## src/pdor_pkg.sv

```systemverilog
// Shared constants, types and helpers for the port direction/output register block
`default_nettype none

package pdor_pkg;

  localparam int PDOR_PINS = 32;
  localparam int PDOR_AW = 8;

  // Byte offsets of the register words
  localparam logic [7:0] PDOR_OFS_DIR = 8'h00;
  localparam logic [7:0] PDOR_OFS_DIR_CLR = 8'h04;
  localparam logic [7:0] PDOR_OFS_DIR_SET = 8'h08;
  localparam logic [7:0] PDOR_OFS_DIR_TGL = 8'h0C;
  localparam logic [7:0] PDOR_OFS_OUT = 8'h10;
  localparam logic [7:0] PDOR_OFS_OUT_CLR = 8'h14;
  localparam logic [7:0] PDOR_OFS_OUT_SET = 8'h18;
  localparam logic [7:0] PDOR_OFS_OUT_TGL = 8'h1C;
  localparam logic [7:0] PDOR_OFS_PULL = 8'h40;

  // Field positions inside a byte address
  localparam int PDOR_GRP_LSB = 4;
  localparam int PDOR_OP_LSB = 2;

  localparam logic [31:0] PDOR_RST_WORD = 32'h00000000;

  localparam logic [1:0] PDOR_RESP_OKAY = 2'h0;
  localparam logic [1:0] PDOR_RESP_SLVERR = 2'h2;

  typedef enum logic [1:0] {
    PDOR_OP_WRITE,
    PDOR_OP_CLEAR,
    PDOR_OP_SET,
    PDOR_OP_TOGGLE
  } pdor_op_t;

  // Pad-facing controls, one bit per pin of the group
  typedef struct packed {
    logic [PDOR_PINS-1:0] drive_en;
    logic [PDOR_PINS-1:0] drive_level;
    logic [PDOR_PINS-1:0] pull_up;
    logic [PDOR_PINS-1:0] pull_down;
  } pdor_pins_t;

  // Applies one write to a register word; only strobed one bits act on the aliases
  function automatic logic [31:0] pdor_apply(
    input pdor_op_t op,
    input logic [31:0] cur,
    input logic [31:0] data,
    input logic [31:0] mask
  );
    logic [31:0] hit;
    hit = data & mask;
    case (op)
      PDOR_OP_WRITE: pdor_apply = (cur & ~mask) | hit;
      PDOR_OP_CLEAR: pdor_apply = cur & ~hit;
      PDOR_OP_SET: pdor_apply = cur | hit;
      PDOR_OP_TOGGLE: pdor_apply = cur ^ hit;
      default: pdor_apply = cur;
    endcase
  endfunction : pdor_apply

endpackage : pdor_pkg

`default_nettype wire

```

## src/pdor_pin_drive.sv

```systemverilog
// Registered pad driver and pull selection for one pin group
`timescale 1ns/1ns
`default_nettype none

module pdor_pin_drive #(
  parameter int PINS = pdor_pkg::PDOR_PINS
) (
  input wire logic aclk,
  input wire logic aresetn,
  input wire logic [PINS-1:0] dir,
  input wire logic [PINS-1:0] level,
  input wire logic [PINS-1:0] pull_en,
  output pdor_pkg::pdor_pins_t pins
);

  pdor_pkg::pdor_pins_t pins_reg;
  pdor_pkg::pdor_pins_t pins_next;

  always_comb begin
    pins_next.drive_en = dir;
    pins_next.drive_level = level & dir;
    // Driver on means pull off, so the two never fight
    pins_next.pull_up = ~dir & pull_en & level;
    pins_next.pull_down = ~dir & pull_en & ~level;
  end

  always_ff @(posedge aclk) begin
    if (!aresetn) begin
      pins_reg <= '0;
    end else begin
      pins_reg <= pins_next;
    end
  end

  assign pins = pins_reg;

endmodule : pdor_pin_drive

`default_nettype wire

```

## src/pdor_port_regs.sv

```systemverilog
// AXI4-Lite register file for pin direction and output level of one port group
//
// Contract
// - Direction bit zero makes its pin an input.
// - Direction bit one makes its pin an output with driver enabled.
// - Ones written to direction-clear alias clear matching direction bits.
// - Ones written to direction-set alias set matching direction bits.
// - Ones written to direction-toggle alias invert matching direction bits.
// - Zero bits written to any alias leave the register unchanged.
// - Direction word and all its aliases read the same current value.
// - An output pin drives low for level bit 0, high for 1.
// - Input with pull enabled: level 0 pulls down, level 1 pulls up.
// - An output-clear alias lets software drive pins low without read-modify-write.
// - Output-level word and all its aliases read the same current value.
// - Direction and level words hold one bit per pin, bits 31 to 0.
// - Ones written to output-clear alias clear matching level bits.
// - Ones written to output-set alias set matching level bits.
// - Ones written to output-toggle alias invert matching level bits.
//
// Added by the designer: the AXI4-Lite interface to the registers.
`timescale 1ns/1ns
`default_nettype none

module pdor_port_regs #(
  parameter int PINS = pdor_pkg::PDOR_PINS
) (
  input wire logic aclk,
  input wire logic aresetn,
  input wire logic [7:0] s_axi_awaddr,
  input wire logic [2:0] s_axi_awprot,
  input wire logic s_axi_awvalid,
  output logic s_axi_awready,
  input wire logic [31:0] s_axi_wdata,
  input wire logic [3:0] s_axi_wstrb,
  input wire logic s_axi_wvalid,
  output logic s_axi_wready,
  output logic [1:0] s_axi_bresp,
  output logic s_axi_bvalid,
  input wire logic s_axi_bready,
  input wire logic [7:0] s_axi_araddr,
  input wire logic [2:0] s_axi_arprot,
  input wire logic s_axi_arvalid,
  output logic s_axi_arready,
  output logic [31:0] s_axi_rdata,
  output logic [1:0] s_axi_rresp,
  output logic s_axi_rvalid,
  input wire logic s_axi_rready,
  output pdor_pkg::pdor_pins_t pins
);

  logic [PINS-1:0] dir_reg, dir_next;
  logic [PINS-1:0] out_reg, out_next;
  logic [PINS-1:0] pull_reg, pull_next;

  logic aw_full_reg, aw_full_next;
  logic [7:0] awaddr_reg, awaddr_next;
  logic w_full_reg, w_full_next;
  logic [31:0] wdata_reg, wdata_next;
  logic [3:0] wstrb_reg, wstrb_next;
  logic awready_reg, awready_next;
  logic wready_reg, wready_next;
  logic bvalid_reg, bvalid_next;
  logic [1:0] bresp_reg, bresp_next;
  logic arready_reg, arready_next;
  logic rvalid_reg, rvalid_next;
  logic [31:0] rdata_reg, rdata_next;
  logic [1:0] rresp_reg, rresp_next;

  logic aw_fire, w_fire, ar_fire, wr_go;
  logic [31:0] wmask;
  pdor_pkg::pdor_op_t wr_op;
  logic [31:0] wr_dir_word, wr_out_word, wr_pull_word;

  assign aw_fire = s_axi_awvalid && awready_reg;
  assign w_fire = s_axi_wvalid && wready_reg;
  assign ar_fire = s_axi_arvalid && arready_reg;
  // Only one response may be outstanding, so a held pair waits for bready
  assign wr_go = aw_full_reg && w_full_reg && !bvalid_reg;
  assign wmask = {{8{wstrb_reg[3]}}, {8{wstrb_reg[2]}}, {8{wstrb_reg[1]}}, {8{wstrb_reg[0]}}};
  assign wr_op = pdor_pkg::pdor_op_t'(awaddr_reg[pdor_pkg::PDOR_OP_LSB +: 2]);
  assign wr_dir_word = pdor_pkg::pdor_apply(wr_op, 32'(dir_reg), wdata_reg, wmask);
  assign wr_out_word = pdor_pkg::pdor_apply(wr_op, 32'(out_reg), wdata_reg, wmask);
  assign wr_pull_word = pdor_pkg::pdor_apply(pdor_pkg::PDOR_OP_WRITE, 32'(pull_reg), wdata_reg,
    wmask);

  // Write path: address and data are held independently, then applied together
  always_comb begin
    aw_full_next = aw_full_reg;
    awaddr_next = awaddr_reg;
    w_full_next = w_full_reg;
    wdata_next = wdata_reg;
    wstrb_next = wstrb_reg;
    bvalid_next = bvalid_reg;
    bresp_next = bresp_reg;
    dir_next = dir_reg;
    out_next = out_reg;
    pull_next = pull_reg;
    if (bvalid_reg && s_axi_bready) begin
      bvalid_next = 1'b0;
    end
    if (aw_fire) begin
      aw_full_next = 1'b1;
      awaddr_next = s_axi_awaddr;
    end
    if (w_fire) begin
      w_full_next = 1'b1;
      wdata_next = s_axi_wdata;
      wstrb_next = s_axi_wstrb;
    end
    if (wr_go) begin
      aw_full_next = 1'b0;
      w_full_next = 1'b0;
      bvalid_next = 1'b1;
      bresp_next = pdor_pkg::PDOR_RESP_OKAY;
      if (awaddr_reg[7:pdor_pkg::PDOR_GRP_LSB] == pdor_pkg::PDOR_OFS_DIR[7:pdor_pkg::PDOR_GRP_LSB])
      begin
        dir_next = wr_dir_word[PINS-1:0];
      end else if (awaddr_reg[7:pdor_pkg::PDOR_GRP_LSB] ==
                   pdor_pkg::PDOR_OFS_OUT[7:pdor_pkg::PDOR_GRP_LSB]) begin
        out_next = wr_out_word[PINS-1:0];
      end else if (awaddr_reg[7:2] == pdor_pkg::PDOR_OFS_PULL[7:2]) begin
        pull_next = wr_pull_word[PINS-1:0];
      end else begin
        bresp_next = pdor_pkg::PDOR_RESP_SLVERR;
      end
    end
    awready_next = !aw_full_next;
    wready_next = !w_full_next;
  end

  // Read path: one read at a time, data captured at the address handshake
  always_comb begin
    rvalid_next = rvalid_reg;
    rdata_next = rdata_reg;
    rresp_next = rresp_reg;
    if (rvalid_reg && s_axi_rready) begin
      rvalid_next = 1'b0;
    end
    if (ar_fire) begin
      rvalid_next = 1'b1;
      rresp_next = pdor_pkg::PDOR_RESP_OKAY;
      case (s_axi_araddr[7:2])
        pdor_pkg::PDOR_OFS_DIR[7:2],
        pdor_pkg::PDOR_OFS_DIR_CLR[7:2],
        pdor_pkg::PDOR_OFS_DIR_SET[7:2],
        pdor_pkg::PDOR_OFS_DIR_TGL[7:2]: begin
          rdata_next = 32'(dir_reg);
        end
        pdor_pkg::PDOR_OFS_OUT[7:2],
        pdor_pkg::PDOR_OFS_OUT_CLR[7:2],
        pdor_pkg::PDOR_OFS_OUT_SET[7:2],
        pdor_pkg::PDOR_OFS_OUT_TGL[7:2]: begin
          rdata_next = 32'(out_reg);
        end
        pdor_pkg::PDOR_OFS_PULL[7:2]: begin
          rdata_next = 32'(pull_reg);
        end
        default: begin
          rdata_next = pdor_pkg::PDOR_RST_WORD;
          rresp_next = pdor_pkg::PDOR_RESP_SLVERR;
        end
      endcase
    end
    arready_next = !rvalid_next;
  end

  always_ff @(posedge aclk) begin
    if (!aresetn) begin
      dir_reg <= PINS'(pdor_pkg::PDOR_RST_WORD);
      out_reg <= PINS'(pdor_pkg::PDOR_RST_WORD);
      pull_reg <= PINS'(pdor_pkg::PDOR_RST_WORD);
      aw_full_reg <= 1'b0;
      awaddr_reg <= 8'h00;
      w_full_reg <= 1'b0;
      wdata_reg <= 32'h00000000;
      wstrb_reg <= 4'h0;
      awready_reg <= 1'b0;
      wready_reg <= 1'b0;
      bvalid_reg <= 1'b0;
      bresp_reg <= 2'h0;
      arready_reg <= 1'b0;
      rvalid_reg <= 1'b0;
      rdata_reg <= 32'h00000000;
      rresp_reg <= 2'h0;
    end else begin
      dir_reg <= dir_next;
      out_reg <= out_next;
      pull_reg <= pull_next;
      aw_full_reg <= aw_full_next;
      awaddr_reg <= awaddr_next;
      w_full_reg <= w_full_next;
      wdata_reg <= wdata_next;
      wstrb_reg <= wstrb_next;
      awready_reg <= awready_next;
      wready_reg <= wready_next;
      bvalid_reg <= bvalid_next;
      bresp_reg <= bresp_next;
      arready_reg <= arready_next;
      rvalid_reg <= rvalid_next;
      rdata_reg <= rdata_next;
      rresp_reg <= rresp_next;
    end
  end

  assign s_axi_awready = awready_reg;
  assign s_axi_wready = wready_reg;
  assign s_axi_bvalid = bvalid_reg;
  assign s_axi_bresp = bresp_reg;
  assign s_axi_arready = arready_reg;
  assign s_axi_rvalid = rvalid_reg;
  assign s_axi_rdata = rdata_reg;
  assign s_axi_rresp = rresp_reg;

  pdor_pin_drive #(
    .PINS(PINS)
  ) u_pin_drive (
    .aclk(aclk),
    .aresetn(aresetn),
    .dir(dir_reg),
    .level(out_reg),
    .pull_en(pull_reg),
    .pins(pins)
  );

  // Helpers that only the checks read
  logic wr_dir_hit, wr_out_hit;
  assign wr_dir_hit = wr_go && awaddr_reg[7:4] == pdor_pkg::PDOR_OFS_DIR[7:4];
  assign wr_out_hit = wr_go && awaddr_reg[7:4] == pdor_pkg::PDOR_OFS_OUT[7:4];

  chk_dir_drive: assert property (@(posedge aclk) disable iff (!aresetn)
    $past(aresetn) |-> pins.drive_en == $past(dir_reg))
    else $error("driver enable does not follow direction");

  chk_drive_level: assert property (@(posedge aclk) disable iff (!aresetn)
    $past(aresetn) |-> (pins.drive_level & pins.drive_en) == ($past(out_reg) & pins.drive_en))
    else $error("output pin level does not follow level bit");

  chk_pull_select: assert property (@(posedge aclk) disable iff (!aresetn)
    $past(aresetn) |-> pins.pull_up == ($past(pull_reg) & ~pins.drive_en & $past(out_reg))
      && pins.pull_down == ($past(pull_reg) & ~pins.drive_en & ~$past(out_reg)))
    else $error("pull selection wrong for input pin");

  chk_dir_clear: assert property (@(posedge aclk) disable iff (!aresetn)
    wr_dir_hit && wr_op == pdor_pkg::PDOR_OP_CLEAR |=>
      dir_reg == ($past(dir_reg) & ~$past(wdata_reg[PINS-1:0] & wmask[PINS-1:0])))
    else $error("direction clear alias misbehaves");

  chk_dir_set: assert property (@(posedge aclk) disable iff (!aresetn)
    wr_dir_hit && wr_op == pdor_pkg::PDOR_OP_SET |=>
      dir_reg == ($past(dir_reg) | $past(wdata_reg[PINS-1:0] & wmask[PINS-1:0])))
    else $error("direction set alias misbehaves");

  chk_dir_toggle: assert property (@(posedge aclk) disable iff (!aresetn)
    wr_dir_hit && wr_op == pdor_pkg::PDOR_OP_TOGGLE |=>
      dir_reg == ($past(dir_reg) ^ $past(wdata_reg[PINS-1:0] & wmask[PINS-1:0])))
    else $error("direction toggle alias misbehaves");

  chk_out_clear: assert property (@(posedge aclk) disable iff (!aresetn)
    wr_out_hit && wr_op == pdor_pkg::PDOR_OP_CLEAR |=>
      out_reg == ($past(out_reg) & ~$past(wdata_reg[PINS-1:0] & wmask[PINS-1:0])))
    else $error("output clear alias misbehaves");

  chk_out_set: assert property (@(posedge aclk) disable iff (!aresetn)
    wr_out_hit && wr_op == pdor_pkg::PDOR_OP_SET |=>
      out_reg == ($past(out_reg) | $past(wdata_reg[PINS-1:0] & wmask[PINS-1:0])))
    else $error("output set alias misbehaves");

  chk_out_toggle: assert property (@(posedge aclk) disable iff (!aresetn)
    wr_out_hit && wr_op == pdor_pkg::PDOR_OP_TOGGLE |=>
      out_reg == ($past(out_reg) ^ $past(wdata_reg[PINS-1:0] & wmask[PINS-1:0])))
    else $error("output toggle alias misbehaves");

  chk_dir_readback: assert property (@(posedge aclk) disable iff (!aresetn)
    ar_fire && s_axi_araddr[7:4] == pdor_pkg::PDOR_OFS_DIR[7:4] |=>
      s_axi_rvalid && s_axi_rdata == 32'($past(dir_reg)))
    else $error("direction alias read differs");

  chk_out_readback: assert property (@(posedge aclk) disable iff (!aresetn)
    ar_fire && s_axi_araddr[7:4] == pdor_pkg::PDOR_OFS_OUT[7:4] |=>
      s_axi_rvalid && s_axi_rdata == 32'($past(out_reg)))
    else $error("output alias read differs");

  chk_reset_zero: assert property (@(posedge aclk)
    !aresetn |=> dir_reg == '0 && out_reg == '0)
    else $error("registers not zero after reset");

  chk_resp_hold: assert property (@(posedge aclk) disable iff (!aresetn)
    s_axi_bvalid && !s_axi_bready |=> s_axi_bvalid && $stable(s_axi_bresp))
    else $error("write response dropped before bready");

  cov_dir_toggle: cover property (@(posedge aclk) disable iff (!aresetn)
    wr_dir_hit && wr_op == pdor_pkg::PDOR_OP_TOGGLE);
  cov_out_clear: cover property (@(posedge aclk) disable iff (!aresetn)
    wr_out_hit && wr_op == pdor_pkg::PDOR_OP_CLEAR);
  cov_pull_up: cover property (@(posedge aclk) disable iff (!aresetn) pins.pull_up != '0);
  cov_bad_addr: cover property (@(posedge aclk) disable iff (!aresetn)
    s_axi_rvalid && s_axi_rresp == pdor_pkg::PDOR_RESP_SLVERR);

endmodule : pdor_port_regs

`default_nettype wire

```

## config.mk

```make
export PLATFORM = sky130hd
export DESIGN_NAME = pdor_port_regs
export DESIGN_NICKNAME = d
export VERILOG_FILES = /design/src/pdor_pkg.sv /design/src/pdor_pin_drive.sv /design/src/pdor_port_regs.sv
export SDC_FILE = /design/constraint.sdc
export NUM_CORES = 1
export LEC_CHECK = 0
export BUFFER_PORTS_ARGS = -buffer_cell sky130_fd_sc_hd__clkbuf_2
export CAP_MARGIN = 20
export CORE_AREA = 4 4 198 200
export CTS_CLUSTER_DIAMETER = 120
export DETAILED_ROUTE_END_ITERATION = 7
export DIE_AREA = 0 0 202 204
export HOLD_SLACK_MARGIN = 0.06
export PLACE_DENSITY = 0.51
export RECOVER_POWER = 25
export SETUP_SLACK_MARGIN = 0.05
export SLEW_MARGIN = 20
export SYNTH_ARGS = -nofsm -noshare
export SYNTH_HDL_FRONTEND = slang
export SYNTH_SLANG_ARGS = --single-unit
```

## constraint.sdc

```tcl
create_clock -name aclk -period 5.45 [get_ports aclk]
set_input_delay 0 -clock aclk [delete_from_list [all_inputs] [get_ports aclk]]
set_output_delay 0 -clock aclk [all_outputs]
set_load 0.05 [all_outputs]
```

==> run metrics <==
Top FF cell, synth dfxtp_1; Core Util, Final 43.33%; Post-Synthesis Cells between 1k and 1.5k; CP endpoint kind flop; WP data required 5.89 ns; Total GRT Usage a little under a fifth; Async S/R FF share, synth 0%; Syn Area/Cell 8.904 um^2; initial antenna violation count 0; post-DP HPWL 24510 um; area delta synth->final 24.65%; Clock Latency Late Sink 0.55 ns; CTS Buffer Depth 3; storage element area 6153 um^2; Vias/cell 5.057; share of cells above drive strength 1 16.31%; final worst slack 2.714 ns; Core Box Area 37400 um^2; setup violators final 0; PostCTS Resize Cnt 0; min cycle time layout 2.736 ns; Row Count roughly 70; RSZ-0062 raised after global routing false; Multi-input gate area ~6400 um^2; Area contributors post-synth dfxtp_1, nand2_1, ha_1; MaxCap Viol Count 0; Worst EP arrival 3.18 ns; WHS 0.1149 ns; largest net degree at the start of global routing 91; final hold viol count 0; Root Driver clkbuf_16; peak supply drop 0.2095 mV; r2r setup slk 2.71 ns; clock-pin slew on the worst setup and hold paths around 0.060 ns; Tot Pwr 5.234 mW; Post-synth EDFFs 0; Mapped Area 13000 um^2; number of buffers created by CTS 36; Synth Register Bits a little over 300; n_diodes 0; CTS tree yes; Worst-Margin Slew 0.9898 ns; full die area 41210 um^2; CP Launch Point awaddr_reg[3]; reg-to-reg critical path endpoint out_reg[6]; Startpoint Class flop; leakage around 6.3 nW; final wirelength 39360 um; fill count 3774; outcome finished, final reports clean; Clock Sinks ~310; top-area cell type share of the netlist area a little under half; IO Count 234; aggregate negative setup slack 0 ns; Reg2Reg Depth 5; DRC Markers 0; die extent in y 204 um; number of global-route vias before repair 11.27k; hold crit path type in2reg; die width 202 um; wire per inst 17.71 um; sequential area share after synthesis 47.28%; Synth top cells by count dfxtp_1, nand2_1, a21oi_1, clkbuf_1, nor2_1; post-synth top area cell dfxtp_1; R2R Path Start awaddr_reg[3]; I/O Buffers 221; Fmax 0.3655 GHz; Power Dens Cells 323.0 nW/um^2; crit share post-route about half; htree depth 2; Synthesis Warnings 0; count of cell types in the netlist 49; final net count 1814; Slew Viols, Final 0; Starting Density a little over a third; Post-Place Setup Slack 2.696 ns; GP Congestion 0.7603; Worst Setup EP out_reg[6]; Post-DRT Antenna Nets 0; setup bufs post-CTS 0; gr ovfl total 0; CP max FO 90; Crit Path Class reg2reg; most frequent cell after synthesis dfxtp_1; total iterations of the first detailed-routing run 5; Clock Skew 0.02681 ns; initial DRC count roughly 490; Worst slew margin 34.02%; first-pass GRT wire length 62650 um; vias post-DR roughly 11k
[power breakdown]
part	switching, mW	total (mW)	internal, mW
clock network	0.985	2.59	1.60
registers	0.0600	2.33	2.27
logic	0.192	0.312	0.120
total	1.24	5.23	4.00
[cell families after synthesis]
kind of cell | Yosys count | share of synthesized area, %
and+or+nand+nor | 571 | 21.92
adders and majority gates | 64 | 6.160
buffers and inverters | 114 | 3.532
other | 1 | 0.02885
DFF | 307 | 47.28
muxes | 57 | 4.697
AOI/OAI and AO/OA | 346 | 16.39
[worst min-delay path by stage]
stage / from / end / slack (ns) / cells after the start
global placement: s_axi_wdata[0] / wdata_reg[0] / 0.23 / 3
detailed placement: s_axi_wdata[28] / wdata_reg[28] / 0.23 / 3
CTS: s_axi_awvalid / s_axi_awready / 0.07 / 4
finish: s_axi_awvalid / s_axi_awready / 0.11 / 4
global route: s_axi_awvalid / s_axi_awready / 0.18 / 4
floorplan: s_axi_arvalid / s_axi_rresp[1] / 0.12 / 1
[cells in the final DEF, fill, tap and decap left out, types with 5 or more instances in the layout]
master	Yosys	final
o32ai_1	23	23
and2_1	33	27
a2bb2oi_1	21	21
and3_1	35	34
o2bb2ai_1	5	5
clkbuf_2	0	139
nand3_1	15	15
clkbuf_8	0	5
a22oi_1	33	33
and2_0	6	11
bufinv_16	0	6
nand2b_1	6	6
mux2i_1	25	25
o21ai_0	58	58
buf_4	2	14
nor3b_1	35	35
nor2_1	82	82
a21oi_1	152	151
nor2b_1	8	8
nor4b_1	29	29
clkbuf_1	82	89
a21boi_0	21	21
clkbuf_16	0	37
mux2_2	32	32
or3_1	21	21
nand2_1	261	260
ha_1	64	64
or2_2	21	21
inv_1	5	5
o211ai_1	10	10
dfxtp_1	307	305
a21o_1	9	9
dlygate4sd3_1	0	60
[per-layer routing]
metal  part of all wire, %  global-route usage, %
met1                    47                  24.94
met4                   1.8                  5.176
met2                    47                  32.23
met5                     0                      0
met3                   4.3                  2.904
[through the flow]
| stage | std cells | area [um^2] |
|---|---|---|
| floorplan | 1461 | 13000 |
| global placement | 2098 | 14440 |
| detailed placement | 2098 | 14440 |
| CTS | 2222 | 16310 |
| global route | 2222 | 16200 |
| finish | 2222 | 16200 |
[critical path, stage by stage (launching register included)]
cell and delay [ns]:
dfxtp_4 0.92, buf_4 0.55, nand2b_1 0.41, nor2b_1 0.35, nor2_1 0.22, o32ai_1 0.16
[layout make-up]
| class | count | area share, % |
|---|---|---|
| multi-input cells | 1040 | 39.62 |
| flip-flops and latches | 307 | 37.97 |
| repair buffers | 294 | 10.52 |
| clock buffers | 50 | 6.324 |
| well taps | 511 | 3.946 |
| clock inverters | 14 | 1.459 |
| inverters | 6 | 0.1544 |
[what timing repair did]
item,in CTS,in global routing
hold endpoints to repair,94,0
hold buffers,60,0
setup endpoints to repair,0,0
(Power assumes the default switching activity.)
